### src/hw/bus_match_consts.vh
// constants for the dual-port burst counter and right-port bus-matching logic
// assumes inclusion by bare name from the design file; definitions only
`ifndef BUS_MATCH_CONSTS_VH
`define BUS_MATCH_CONSTS_VH

// ----------------------------------------------------------------------------
// widths
// ----------------------------------------------------------------------------
`define ADDR_W 15
`define DATA_W 36
`define LANE_W 9
`define HALF_W 18
`define LANES 4
`define SUB_W 2
`define APB_AW 12
`define CFG_W 3

// ----------------------------------------------------------------------------
// counter and sub-counter values
// ----------------------------------------------------------------------------
`define CNT_RESET 15'h0000
`define CNT_ONE 15'h0001
`define SUB_FIRST_LE 2'h0
`define SUB_LAST_X9 2'h3
`define SUB_LAST_X18 2'h2
`define SUB_STEP_X9 2'h1
`define SUB_STEP_X18 2'h2

// ----------------------------------------------------------------------------
// lane groups
// ----------------------------------------------------------------------------
`define LANES_ALL 4'hf
`define LANES_LOW_HALF 4'h3
`define LANES_HIGH_HALF 4'hc
`define LANES_FIRST 4'h1
`define LANES_NONE 4'h0

// ----------------------------------------------------------------------------
// counter read-back field positions
// ----------------------------------------------------------------------------
`define RB36_LSB 3
`define RB18_LSB 2
`define RB9_BA_BIT 1
`define RB9_HIGH_CNT_LSB 6

// ----------------------------------------------------------------------------
// register map
// ----------------------------------------------------------------------------
`define OFS_CFG 12'h000
`define OFS_CNT_LEFT 12'h004
`define OFS_CNT_RIGHT 12'h008
`define CFG_BM_BIT 0
`define CFG_SIZE_BIT 1
`define CFG_BE_BIT 2
`define CFG_RESET 3'h0
`define WORD_ZERO 32'h0000_0000

`endif

### src/hw/dual_port_bus_match_counter.v
// port-side logic of a 36-bit dual-port memory: burst counters, read-back,
// left byte lanes and right-port bus matching, plus an apb config slave.
// assumes the host buses and the memory array run on mclk; the array reads
// combinationally at its address and writes per lane at the clock edge.
`timescale 1ns/1ps
`include "bus_match_consts.vh"

module dual_port_bus_match_counter (
  input wire mclk,
  input wire srst,
  input wire [`APB_AW-1:0] paddr,
  input wire psel,
  input wire penable,
  input wire pwrite,
  input wire [31:0] pwdata,
  input wire [3:0] pstrb,
  output wire [31:0] prdata,
  output wire pready,
  output wire pslverr,
  input wire [`ADDR_W-1:0] addrLeft,
  input wire addressStrobeLoadLeftN,
  input wire countAdvanceEnableLeftN,
  input wire counterClearLeftN,
  input wire chipEnableLeftN,
  input wire readNotWriteLeft,
  input wire outputEnableLeftN,
  input wire byteLaneEnable0N,
  input wire byteLaneEnable1N,
  input wire byteLaneEnable2N,
  input wire byteLaneEnable3N,
  input wire [`DATA_W-1:0] dataInLeft,
  output wire [`DATA_W-1:0] dataOutLeft,
  output wire [`LANES-1:0] dataOeLeft,
  output wire [`ADDR_W-1:0] memAddrLeft,
  output wire memWriteLeft,
  output wire [`LANES-1:0] memLaneEnLeft,
  output wire [`DATA_W-1:0] memWdataLeft,
  input wire [`DATA_W-1:0] memRdataLeft,
  input wire [`ADDR_W-1:0] addrRight,
  input wire addressStrobeLoadRightN,
  input wire countAdvanceEnableRightN,
  input wire counterClearRightN,
  input wire chipEnableRightN,
  input wire readNotWriteRight,
  input wire outputEnableRightN,
  input wire [`DATA_W-1:0] dataInRight,
  output wire [`DATA_W-1:0] dataOutRight,
  output wire [`LANES-1:0] dataOeRight,
  output wire [`ADDR_W-1:0] memAddrRight,
  output wire [`SUB_W-1:0] memSubRight,
  output wire memWriteRight,
  output wire [`LANES-1:0] memLaneEnRight,
  output wire [`DATA_W-1:0] memWdataRight,
  input wire [`DATA_W-1:0] memRdataRight
);

  // ----------------------------------------------------------------------------
  // counter operations
  // ----------------------------------------------------------------------------
  localparam [2:0] OP_CLEAR = 3'h0;
  localparam [2:0] OP_LOAD = 3'h1;
  localparam [2:0] OP_READBACK = 3'h2;
  localparam [2:0] OP_HOLD = 3'h3;
  localparam [2:0] OP_INC = 3'h4;
  reg [`CFG_W-1:0] cfg_q;
  reg [31:0] prdata_q;
  reg pslverr_q;
  reg [`ADDR_W-1:0] cntLeft_q;
  reg [`ADDR_W-1:0] cntLeft_d;
  reg [`ADDR_W-1:0] cntRight_q;
  reg [`ADDR_W-1:0] cntRight_d;
  reg [`SUB_W-1:0] subRight_q;
  reg [`SUB_W-1:0] subRight_d;
  reg [2:0] opLeft;
  reg [2:0] opRight;
  reg wrLeft_q;
  reg rdLeft_q;
  reg rbLeft_q;
  reg [`LANES-1:0] laneLeft_q;
  reg [`DATA_W-1:0] wdataLeft_q;
  reg [`DATA_W-1:0] doutLeft_q;
  reg [`LANES-1:0] oeLeft_q;
  reg wrRight_q;
  reg rdRight_q;
  reg rbRight_q;
  reg rbPhaseRight_q;
  reg rbExtRight_q;
  reg [`LANES-1:0] laneRight_q;
  reg [`DATA_W-1:0] wdataRight_q;
  reg [`DATA_W-1:0] doutRight_q;
  reg [`LANES-1:0] oeRight_q;
  reg [`SUB_W-1:0] subFirst;
  reg [`SUB_W-1:0] subLast;
  reg [`SUB_W-1:0] subStep;
  reg [`LANES-1:0] laneRightNext;
  wire laneMatchEnable = cfg_q[`CFG_BM_BIT];
  wire widthSelect = cfg_q[`CFG_SIZE_BIT];
  wire endianOrderSelect = cfg_q[`CFG_BE_BIT];
  // unused combination (match off, width 1) falls back to the full word
  wire modeX18 = laneMatchEnable & ~widthSelect;
  wire modeX9 = laneMatchEnable & widthSelect;
  wire modeMatched = laneMatchEnable;
  wire halfWordBit = subRight_q[1];
  wire byteBit = subRight_q[0];

  // ----------------------------------------------------------------------------
  // apb slave
  // ----------------------------------------------------------------------------
  wire apbSetup = psel & ~penable;
  wire apbAccess = psel & penable;
  wire hitCfg = (paddr == `OFS_CFG);
  wire hitCntLeft = (paddr == `OFS_CNT_LEFT);
  wire hitCntRight = (paddr == `OFS_CNT_RIGHT);
  wire hitAny = hitCfg | hitCntLeft | hitCntRight;
  // zero wait: read data is staged in the setup cycle so it leaves a flop
  assign pready = apbAccess;
  assign pslverr = apbAccess & pslverr_q;
  assign prdata = prdata_q;
  always @(posedge mclk) begin
    if (srst) begin
      cfg_q <= `CFG_RESET;
      prdata_q <= `WORD_ZERO;
      pslverr_q <= 1'b0;
    end else begin
      if (apbSetup) begin
        pslverr_q <= ~hitAny;
        prdata_q <= `WORD_ZERO;
        if (!pwrite && hitCfg) begin
          prdata_q <= {{(32-`CFG_W){1'b0}}, cfg_q};
        end
        if (!pwrite && hitCntLeft) begin
          prdata_q <= {{(32-`ADDR_W){1'b0}}, cntLeft_q};
        end
        if (!pwrite && hitCntRight) begin
          prdata_q <= {{(32-`ADDR_W-`SUB_W){1'b0}}, subRight_q, cntRight_q};
        end
      end
      // configuration lands one edge before any port cycle can use it
      if (apbAccess && pwrite && hitCfg && pstrb[0]) begin
        cfg_q <= pwdata[`CFG_W-1:0];
      end
    end
  end

  // ----------------------------------------------------------------------------
  // counter control decode
  // ----------------------------------------------------------------------------
  // chip enable takes no part here by design
  always @* begin
    if (!counterClearLeftN) begin
      opLeft = OP_CLEAR;
    end else if (!addressStrobeLoadLeftN && !countAdvanceEnableLeftN) begin
      opLeft = OP_LOAD;
    end else if (!addressStrobeLoadLeftN) begin
      opLeft = OP_READBACK;
    end else if (countAdvanceEnableLeftN) begin
      opLeft = OP_HOLD;
    end else begin
      opLeft = OP_INC;
    end
  end

  always @* begin
    if (!counterClearRightN) begin
      opRight = OP_CLEAR;
    end else if (!addressStrobeLoadRightN && !countAdvanceEnableRightN) begin
      opRight = OP_LOAD;
    end else if (!addressStrobeLoadRightN) begin
      opRight = OP_READBACK;
    end else if (countAdvanceEnableRightN) begin
      opRight = OP_HOLD;
    end else begin
      opRight = OP_INC;
    end
  end

  // ----------------------------------------------------------------------------
  // left burst counter, 36-bit only
  // ----------------------------------------------------------------------------
  always @* begin
    case (opLeft)
      OP_CLEAR: begin
        cntLeft_d = `CNT_RESET;
      end
      OP_LOAD: begin
        cntLeft_d = addrLeft;
      end
      OP_INC: begin
        cntLeft_d = cntLeft_q + `CNT_ONE;
      end
      default: begin
        cntLeft_d = cntLeft_q;
      end
    endcase
  end

  // ----------------------------------------------------------------------------
  // right burst counter with two-bit sub-counter
  // ----------------------------------------------------------------------------
  // sub-counter is {half-word bit, byte bit}; x18 steps only the upper bit
  always @* begin
    subStep = modeX9 ? `SUB_STEP_X9 : `SUB_STEP_X18;
    if (endianOrderSelect) begin
      subFirst = modeX9 ? `SUB_LAST_X9 : `SUB_LAST_X18;
      subLast = `SUB_FIRST_LE;
    end else begin
      subFirst = `SUB_FIRST_LE;
      subLast = modeX9 ? `SUB_LAST_X9 : `SUB_LAST_X18;
    end
    if (!modeMatched) begin
      subFirst = `SUB_FIRST_LE;
      subLast = `SUB_FIRST_LE;
    end
  end

  always @* begin
    cntRight_d = cntRight_q;
    subRight_d = subRight_q;
    case (opRight)
      OP_CLEAR: begin
        cntRight_d = `CNT_RESET;
        subRight_d = subFirst;
      end
      OP_LOAD: begin
        cntRight_d = addrRight;
        subRight_d = subFirst;
      end
      OP_INC: begin
        if (!modeMatched || subRight_q == subLast) begin
          cntRight_d = cntRight_q + `CNT_ONE;
          subRight_d = subFirst;
        end else if (endianOrderSelect) begin
          subRight_d = subRight_q - subStep;
        end else begin
          subRight_d = subRight_q + subStep;
        end
      end
      default: begin
        cntRight_d = cntRight_q;
      end
    endcase
  end
  // lanes touched by the piece that the updated sub-counter points at
  always @* begin
    if (modeX9) begin
      laneRightNext = `LANES_FIRST << subRight_d;
    end else if (modeX18) begin
      laneRightNext = subRight_d[1] ? `LANES_HIGH_HALF : `LANES_LOW_HALF;
    end else begin
      laneRightNext = `LANES_ALL;
    end
  end

  // ----------------------------------------------------------------------------
  // left port request stage and output stage
  // ----------------------------------------------------------------------------
  assign memAddrLeft = cntLeft_q;
  assign memWriteLeft = wrLeft_q;
  assign memLaneEnLeft = laneLeft_q;
  assign memWdataLeft = wdataLeft_q;
  assign dataOutLeft = doutLeft_q;
  assign dataOeLeft = oeLeft_q;
  always @(posedge mclk) begin
    if (srst) begin
      cntLeft_q <= `CNT_RESET;
      wrLeft_q <= 1'b0;
      rdLeft_q <= 1'b0;
      rbLeft_q <= 1'b0;
      laneLeft_q <= `LANES_NONE;
      wdataLeft_q <= {`DATA_W{1'b0}};
      doutLeft_q <= {`DATA_W{1'b0}};
      oeLeft_q <= `LANES_NONE;
    end else begin
      cntLeft_q <= cntLeft_d;
      wrLeft_q <= ~chipEnableLeftN & ~readNotWriteLeft;
      rdLeft_q <= ~chipEnableLeftN & readNotWriteLeft & ~outputEnableLeftN & (opLeft != OP_READBACK);
      rbLeft_q <= readNotWriteLeft & ~outputEnableLeftN & (opLeft == OP_READBACK);
      // byte-lane enables gate both writes and read drivers
      laneLeft_q <= ~{byteLaneEnable3N, byteLaneEnable2N, byteLaneEnable1N, byteLaneEnable0N};
      wdataLeft_q <= dataInLeft;
      if (rdLeft_q) begin
        doutLeft_q <= memRdataLeft;
        oeLeft_q <= laneLeft_q;
      end else if (rbLeft_q) begin
        doutLeft_q <= {{(`DATA_W-`ADDR_W){1'b0}}, cntLeft_q} << `RB36_LSB;
        oeLeft_q <= `LANES_LOW_HALF;
      end else begin
        oeLeft_q <= `LANES_NONE;
      end
    end
  end

  // ----------------------------------------------------------------------------
  // right port request stage and output stage
  // ----------------------------------------------------------------------------
  assign memAddrRight = cntRight_q;
  assign memSubRight = subRight_q;
  assign memWriteRight = wrRight_q;
  assign memLaneEnRight = laneRight_q;
  assign memWdataRight = wdataRight_q;
  assign dataOutRight = doutRight_q;
  assign dataOeRight = oeRight_q;
  always @(posedge mclk) begin
    if (srst) begin
      cntRight_q <= `CNT_RESET;
      subRight_q <= `SUB_FIRST_LE;
      wrRight_q <= 1'b0;
      rdRight_q <= 1'b0;
      rbRight_q <= 1'b0;
      rbPhaseRight_q <= 1'b0;
      rbExtRight_q <= 1'b0;
      laneRight_q <= `LANES_NONE;
      wdataRight_q <= {`DATA_W{1'b0}};
      doutRight_q <= {`DATA_W{1'b0}};
      oeRight_q <= `LANES_NONE;
    end else begin
      cntRight_q <= cntRight_d;
      subRight_q <= subRight_d;
      wrRight_q <= ~chipEnableRightN & ~readNotWriteRight;
      rdRight_q <= ~chipEnableRightN & readNotWriteRight & ~outputEnableRightN & (opRight != OP_READBACK);
      rbRight_q <= readNotWriteRight & ~outputEnableRightN & (opRight == OP_READBACK);
      laneRight_q <= laneRightNext;
      // narrow pieces are copied to every lane; lane enables pick the target
      if (modeX9) begin
        wdataRight_q <= {`LANES{dataInRight[`LANE_W-1:0]}};
      end else if (modeX18) begin
        wdataRight_q <= {2{dataInRight[`HALF_W-1:0]}};
      end else begin
        wdataRight_q <= dataInRight;
      end
      // x9 read-back: first cycle high bits, later cycles the low piece
      if (rbRight_q && modeX9) begin
        rbPhaseRight_q <= 1'b1;
      end else if (!rbExtRight_q) begin
        rbPhaseRight_q <= 1'b0;
      end
      // the low piece outlives the request by one cycle in x9
      rbExtRight_q <= modeX9 & rbRight_q & rbPhaseRight_q & ~(readNotWriteRight & ~outputEnableRightN &
        (opRight == OP_READBACK));
      if (rdRight_q) begin
        if (modeX9) begin
          doutRight_q <= {{(`DATA_W-`LANE_W){1'b0}}, memRdataRight[subRight_q*`LANE_W +: `LANE_W]};
          oeRight_q <= `LANES_FIRST; // unused lanes three-stated
        end else if (modeX18) begin
          doutRight_q <= {{(`DATA_W-`HALF_W){1'b0}},
            halfWordBit ? memRdataRight[`DATA_W-1:`HALF_W] : memRdataRight[`HALF_W-1:0]};
          oeRight_q <= `LANES_LOW_HALF;
        end else begin
          doutRight_q <= memRdataRight;
          oeRight_q <= `LANES_ALL;
        end
      end else if (rbRight_q || rbExtRight_q) begin
        if (modeX9 && !rbPhaseRight_q) begin
          doutRight_q <= {{(`DATA_W-`ADDR_W+`RB9_HIGH_CNT_LSB){1'b0}},
            cntRight_q[`ADDR_W-1:`RB9_HIGH_CNT_LSB]};
          oeRight_q <= `LANES_FIRST;
        end else if (modeX9) begin
          doutRight_q <= {{(`DATA_W-`RB9_HIGH_CNT_LSB-`SUB_W){1'b0}},
            cntRight_q[`RB9_HIGH_CNT_LSB-1:0], halfWordBit, byteBit} << `RB9_BA_BIT;
          oeRight_q <= `LANES_FIRST;
        end else if (modeX18) begin
          doutRight_q <= {{(`DATA_W-`ADDR_W-1){1'b0}}, cntRight_q, halfWordBit} << `RB18_LSB;
          oeRight_q <= `LANES_LOW_HALF;
        end else begin
          doutRight_q <= {{(`DATA_W-`ADDR_W){1'b0}}, cntRight_q} << `RB36_LSB;
          oeRight_q <= `LANES_LOW_HALF;
        end
      end else begin
        oeRight_q <= `LANES_NONE;
      end
    end
  end

endmodule

### config.mk
export PLATFORM = sky130hd
export DESIGN_NAME = dual_port_bus_match_counter
export DESIGN_NICKNAME = d
export VERILOG_FILES = /design/src/hw/dual_port_bus_match_counter.v
export VERILOG_INCLUDE_DIRS = /design/src /design/src/hw
export SDC_FILE = /design/constraint.sdc
export NUM_CORES = 1
export LEC_CHECK = 0
export ABC_CLOCK_PERIOD_IN_PS = 4500
export BUFFER_PORTS_ARGS = -buffer_cell sky130_fd_sc_hd__buf_2
export CORE_AREA = 2 2 185 187
export CTS_BUF_LIST = sky130_fd_sc_hd__clkbuf_8
export CTS_CLUSTER_SIZE = 24
export DETAILED_ROUTE_END_ITERATION = 6
export DIE_AREA = 0 0 187 189
export PLACE_DENSITY = 0.62
export SKIP_LAST_GASP = 1
export SLEW_MARGIN = 20
export SYNTH_ARGS = -nofsm -noshare
export SYNTH_HDL_FRONTEND = slang
export SYNTH_SLANG_ARGS = --single-unit
### constraint.sdc
create_clock -name mclk -period 4.5 [get_ports mclk]
set_clock_uncertainty 0.2 [all_clocks]
set_input_delay 0.45 -clock mclk [delete_from_list [all_inputs] [get_ports mclk]]
set_output_delay 0.45 -clock mclk [all_outputs]
set_load 0.01 [all_outputs]
==> results.cfg <==
[clock_tree]
cts_num_sinks = 220
clkTransAtPathRegs_ns = 0.06
post-cts-setup-buffers = 0
htreeDepth = 2
root_buffer = clkbuf_8
ctsHoldBuffers = 167
clock_path_buffers = 3
cts_resized = 0
cts_buffers = 41
clock_latency_ns = 0.56
cts_tree = yes

[pwr]
p_leak_nw = 6.598
powerDensity_nw_per_um2 = 328.1
vdd_ir_drop_max_mv = 0.1674

[critical_path]
path_class = reg -> reg
endpoint_kind = flip-flop
start_kind = flip-flop
setup.worst_path.start = cfg_q[1]
worstReg2RegStart = cfg_q[1]
critPathArrivalTime_ns = 3.24
reg2regPathDepth = 7
r2r_slack_ns = 1.50
worstPathMaxFanout = 19
required_ns = 4.74
r2r-end = memLaneEnRight[1]

[floorplanning]
rows = 67
dieArea_sq_um = 35340
start_util = 0.2789
core_area_sq_um = 33280
io_pins = 471
die_h_microns = 189
die_x_microns = 187

[layout]
synthToLayoutAreaGrowth_pct = 54.00
n_fill_cell = 3196
design_area_sq_um = 14290
finalNetCount = 1821
diodes = 0
layout-drive-gt1-share = 0.3242

[synthesis]
synth_warnings = 0
synth-async-reset-ratio = 0
yosysSeqAreaShare = 0.4745
syn_area_per_cell_sq_um = 9.244
syn_inst = 1004
synth_flop_cell = dfxtp_1
synth_top_area_share = 0.4745
synthTopCellsByArea = dfxtp_1 (47%), mux2i_1 (6.5%), nor2_1 (5.7%), a22o_1 (3.9%), nor2b_1 (3.3%)
synthTopCellsByCount = dfxtp_1 (220), nor2_1 (140), clkbuf_1 (62)
synth_area_sq_um = 9281
ys_types = 59
synth-edff-count = 0
synth_seq_cells = 220
yosysMostFrequentCell = dfxtp_1
yosys.area.top_type = dfxtp_1

[timing]
tns_ns = 0
setup_ws_ns = 1.499
timing.final.crit_period_ns = 3.001
fin_crit_sh = 0.6669
tightest_slew_ns = 1.045
max_freq_ghz = 0.3332
maxSlewViolCount = 0
whs_ns = 0.04139
finalHoldViolCount = 0
relSlewSlack = 0.3005
setup_viol = 0
rsz0062_at_grt = no

[route]
drcViolationCount = 0
wl_per_cell_microns = 18.77
routed_wl_mm = 38.47
drtAntennaViolNets = 0
via_count = 10030
first_pass_iters = 5
drt_first_iter_violations = 621
viasPerCell = 4.897

[outcome]
status = completed

[worst_hold_path]
hold_start = addrRight[12]
hold_class = in -> reg
worstHoldEndpoint = memAddrRight[12]
hold_path_depth = 3

[global_routing]
grt_max_degree = 93
grt_pass1_vias = 10050
groute.usage.overall = 0.2097
globalRoute.totalOverflow = 0
antenna_found_initial = 0
grt_pass1_wl_mm = 58.31

[placed_design]
hpwl_mm = 25.95
place_congestion = 0.8419
io_buffers = 423
pre_cts_slack_ns = 1.487
placed_area_sq_um = 11730

[flow_run]
cap_violations = 0
[layer usage]
metal | part of all wire | track usage
met1 | 0.40 | 0.2451
met2 | 0.50 | 0.3747
met3 | 0.075 | 0.05227
met4 | 0.026 | 0.06960
met5 | 0 | 0
[report_power, final]
group          leakage (nW)  internal, mW  total [mW]  switching, mW
Clock                 0.493          1.23        2.09          0.865
Combinational          4.30         0.284       0.546          0.262
Sequential             1.80          2.01        2.05         0.0410
[worst max-delay path: stages, from the launching register on]
cell	delay, ns
dfxtp_1	0.44
nand2_1	0.15
clkinv_1	0.57
ha_1	0.47
xnor2_1	0.25
nor4_1	0.10
a311o_1	0.38
a221oi_1	0.32
[layout by cell type (no fill, tap or decap), types with 7 or more instances in the layout]
master and n:
a211oi_1 19, a21oi_1 55, a221oi_1 21, a22o_1 41, a22oi_1 19, a2bb2oi_1 9
and3_1 7, buf_2 422, buf_4 15, clkbuf_8 53, conb_1 15, dfxtp_1 219
dlygate4sd3_1 167, inv_1 19, mux2i_1 60, mux4_2 9, nand2_1 60, nand2b_1 8
nand3_1 15, nand4_1 9, nor2_1 140, nor2b_1 48, nor3_1 31, nor4_1 7
o21ai_0 23, o22ai_1 9, xor2_1 12
[worst max-delay path by stage]
stage	to	slack, ns	cells after the start
2_1_floorplan	memLaneEnRight[0]	1.95	9
3_3_place_gp	memAddrLeft[5]	1.51	7
3_5_place_dp	memAddrLeft[13]	1.49	7
4_1_cts	memLaneEnRight[1]	1.49	7
5_1_grt	memLaneEnRight[3]	1.24	7
6_report	memLaneEnRight[1]	1.50	7
[cells by family (layout without fill, tap and decap cells)]
logic type / count (synthesis) / count (layout) / share of synthesized area
other: 1 / 15 / 0.0004040
adder cells (fa/ha/maj): 6 / 6 / 0.008088
AND/OR/NAND/NOR: 359 / 359 / 0.1891
flip-flops: 220 / 220 / 0.4745
multiplexers: 69 / 69 / 0.08655
AO/OA/AOI/OAI: 226 / 226 / 0.1731
XOR/XNOR: 18 / 18 / 0.01699
buffers and inverters: 105 / 688 / 0.05123
[cell type report]
class,count,area (sq um),share of cell area
inverter,10,37.54,0.002626
tap,448,560.5,0.03922
clock inverter,19,162.7,0.01138
timing repair buffer,606,3928,0.2748
sequential,220,4405,0.3082
clock buffer,53,729.5,0.05103
multi-input combinational,693,4471,0.3128
[flip-flops by register name (all words and copies together), names as in the netlist, 2 cells and up]
| register | flops |
|---|---|
| dataOutLeft | 36 |
| memLaneEnLeft | 4 |
| dataOeRight | 3 |
| memWdataRight | 36 |
| memAddrLeft | 15 |
| prdata | 17 |
| dataOeLeft | 4 |
| cfg_q | 3 |
| memLaneEnRight | 4 |
| memSubRight | 2 |
| dataOutRight | 36 |
| memAddrRight | 15 |
| memWdataLeft | 36 |
[per-stage QoR]
step / std cells / utilization / total power [mW]
2_1_floorplan: 1018 / - / 2.297
5_1_grt: 2049 / 0.4295 / 4.897
3_5_place_dp: 1810 / 0.3524 / 2.518
3_3_place_gp: 1810 / 0.3521 / 2.511
6_report: 2049 / 0.4295 / 4.690
4_1_cts: 2049 / 0.4294 / 4.733
Note: power is estimated with default switching activity, not from simulation.
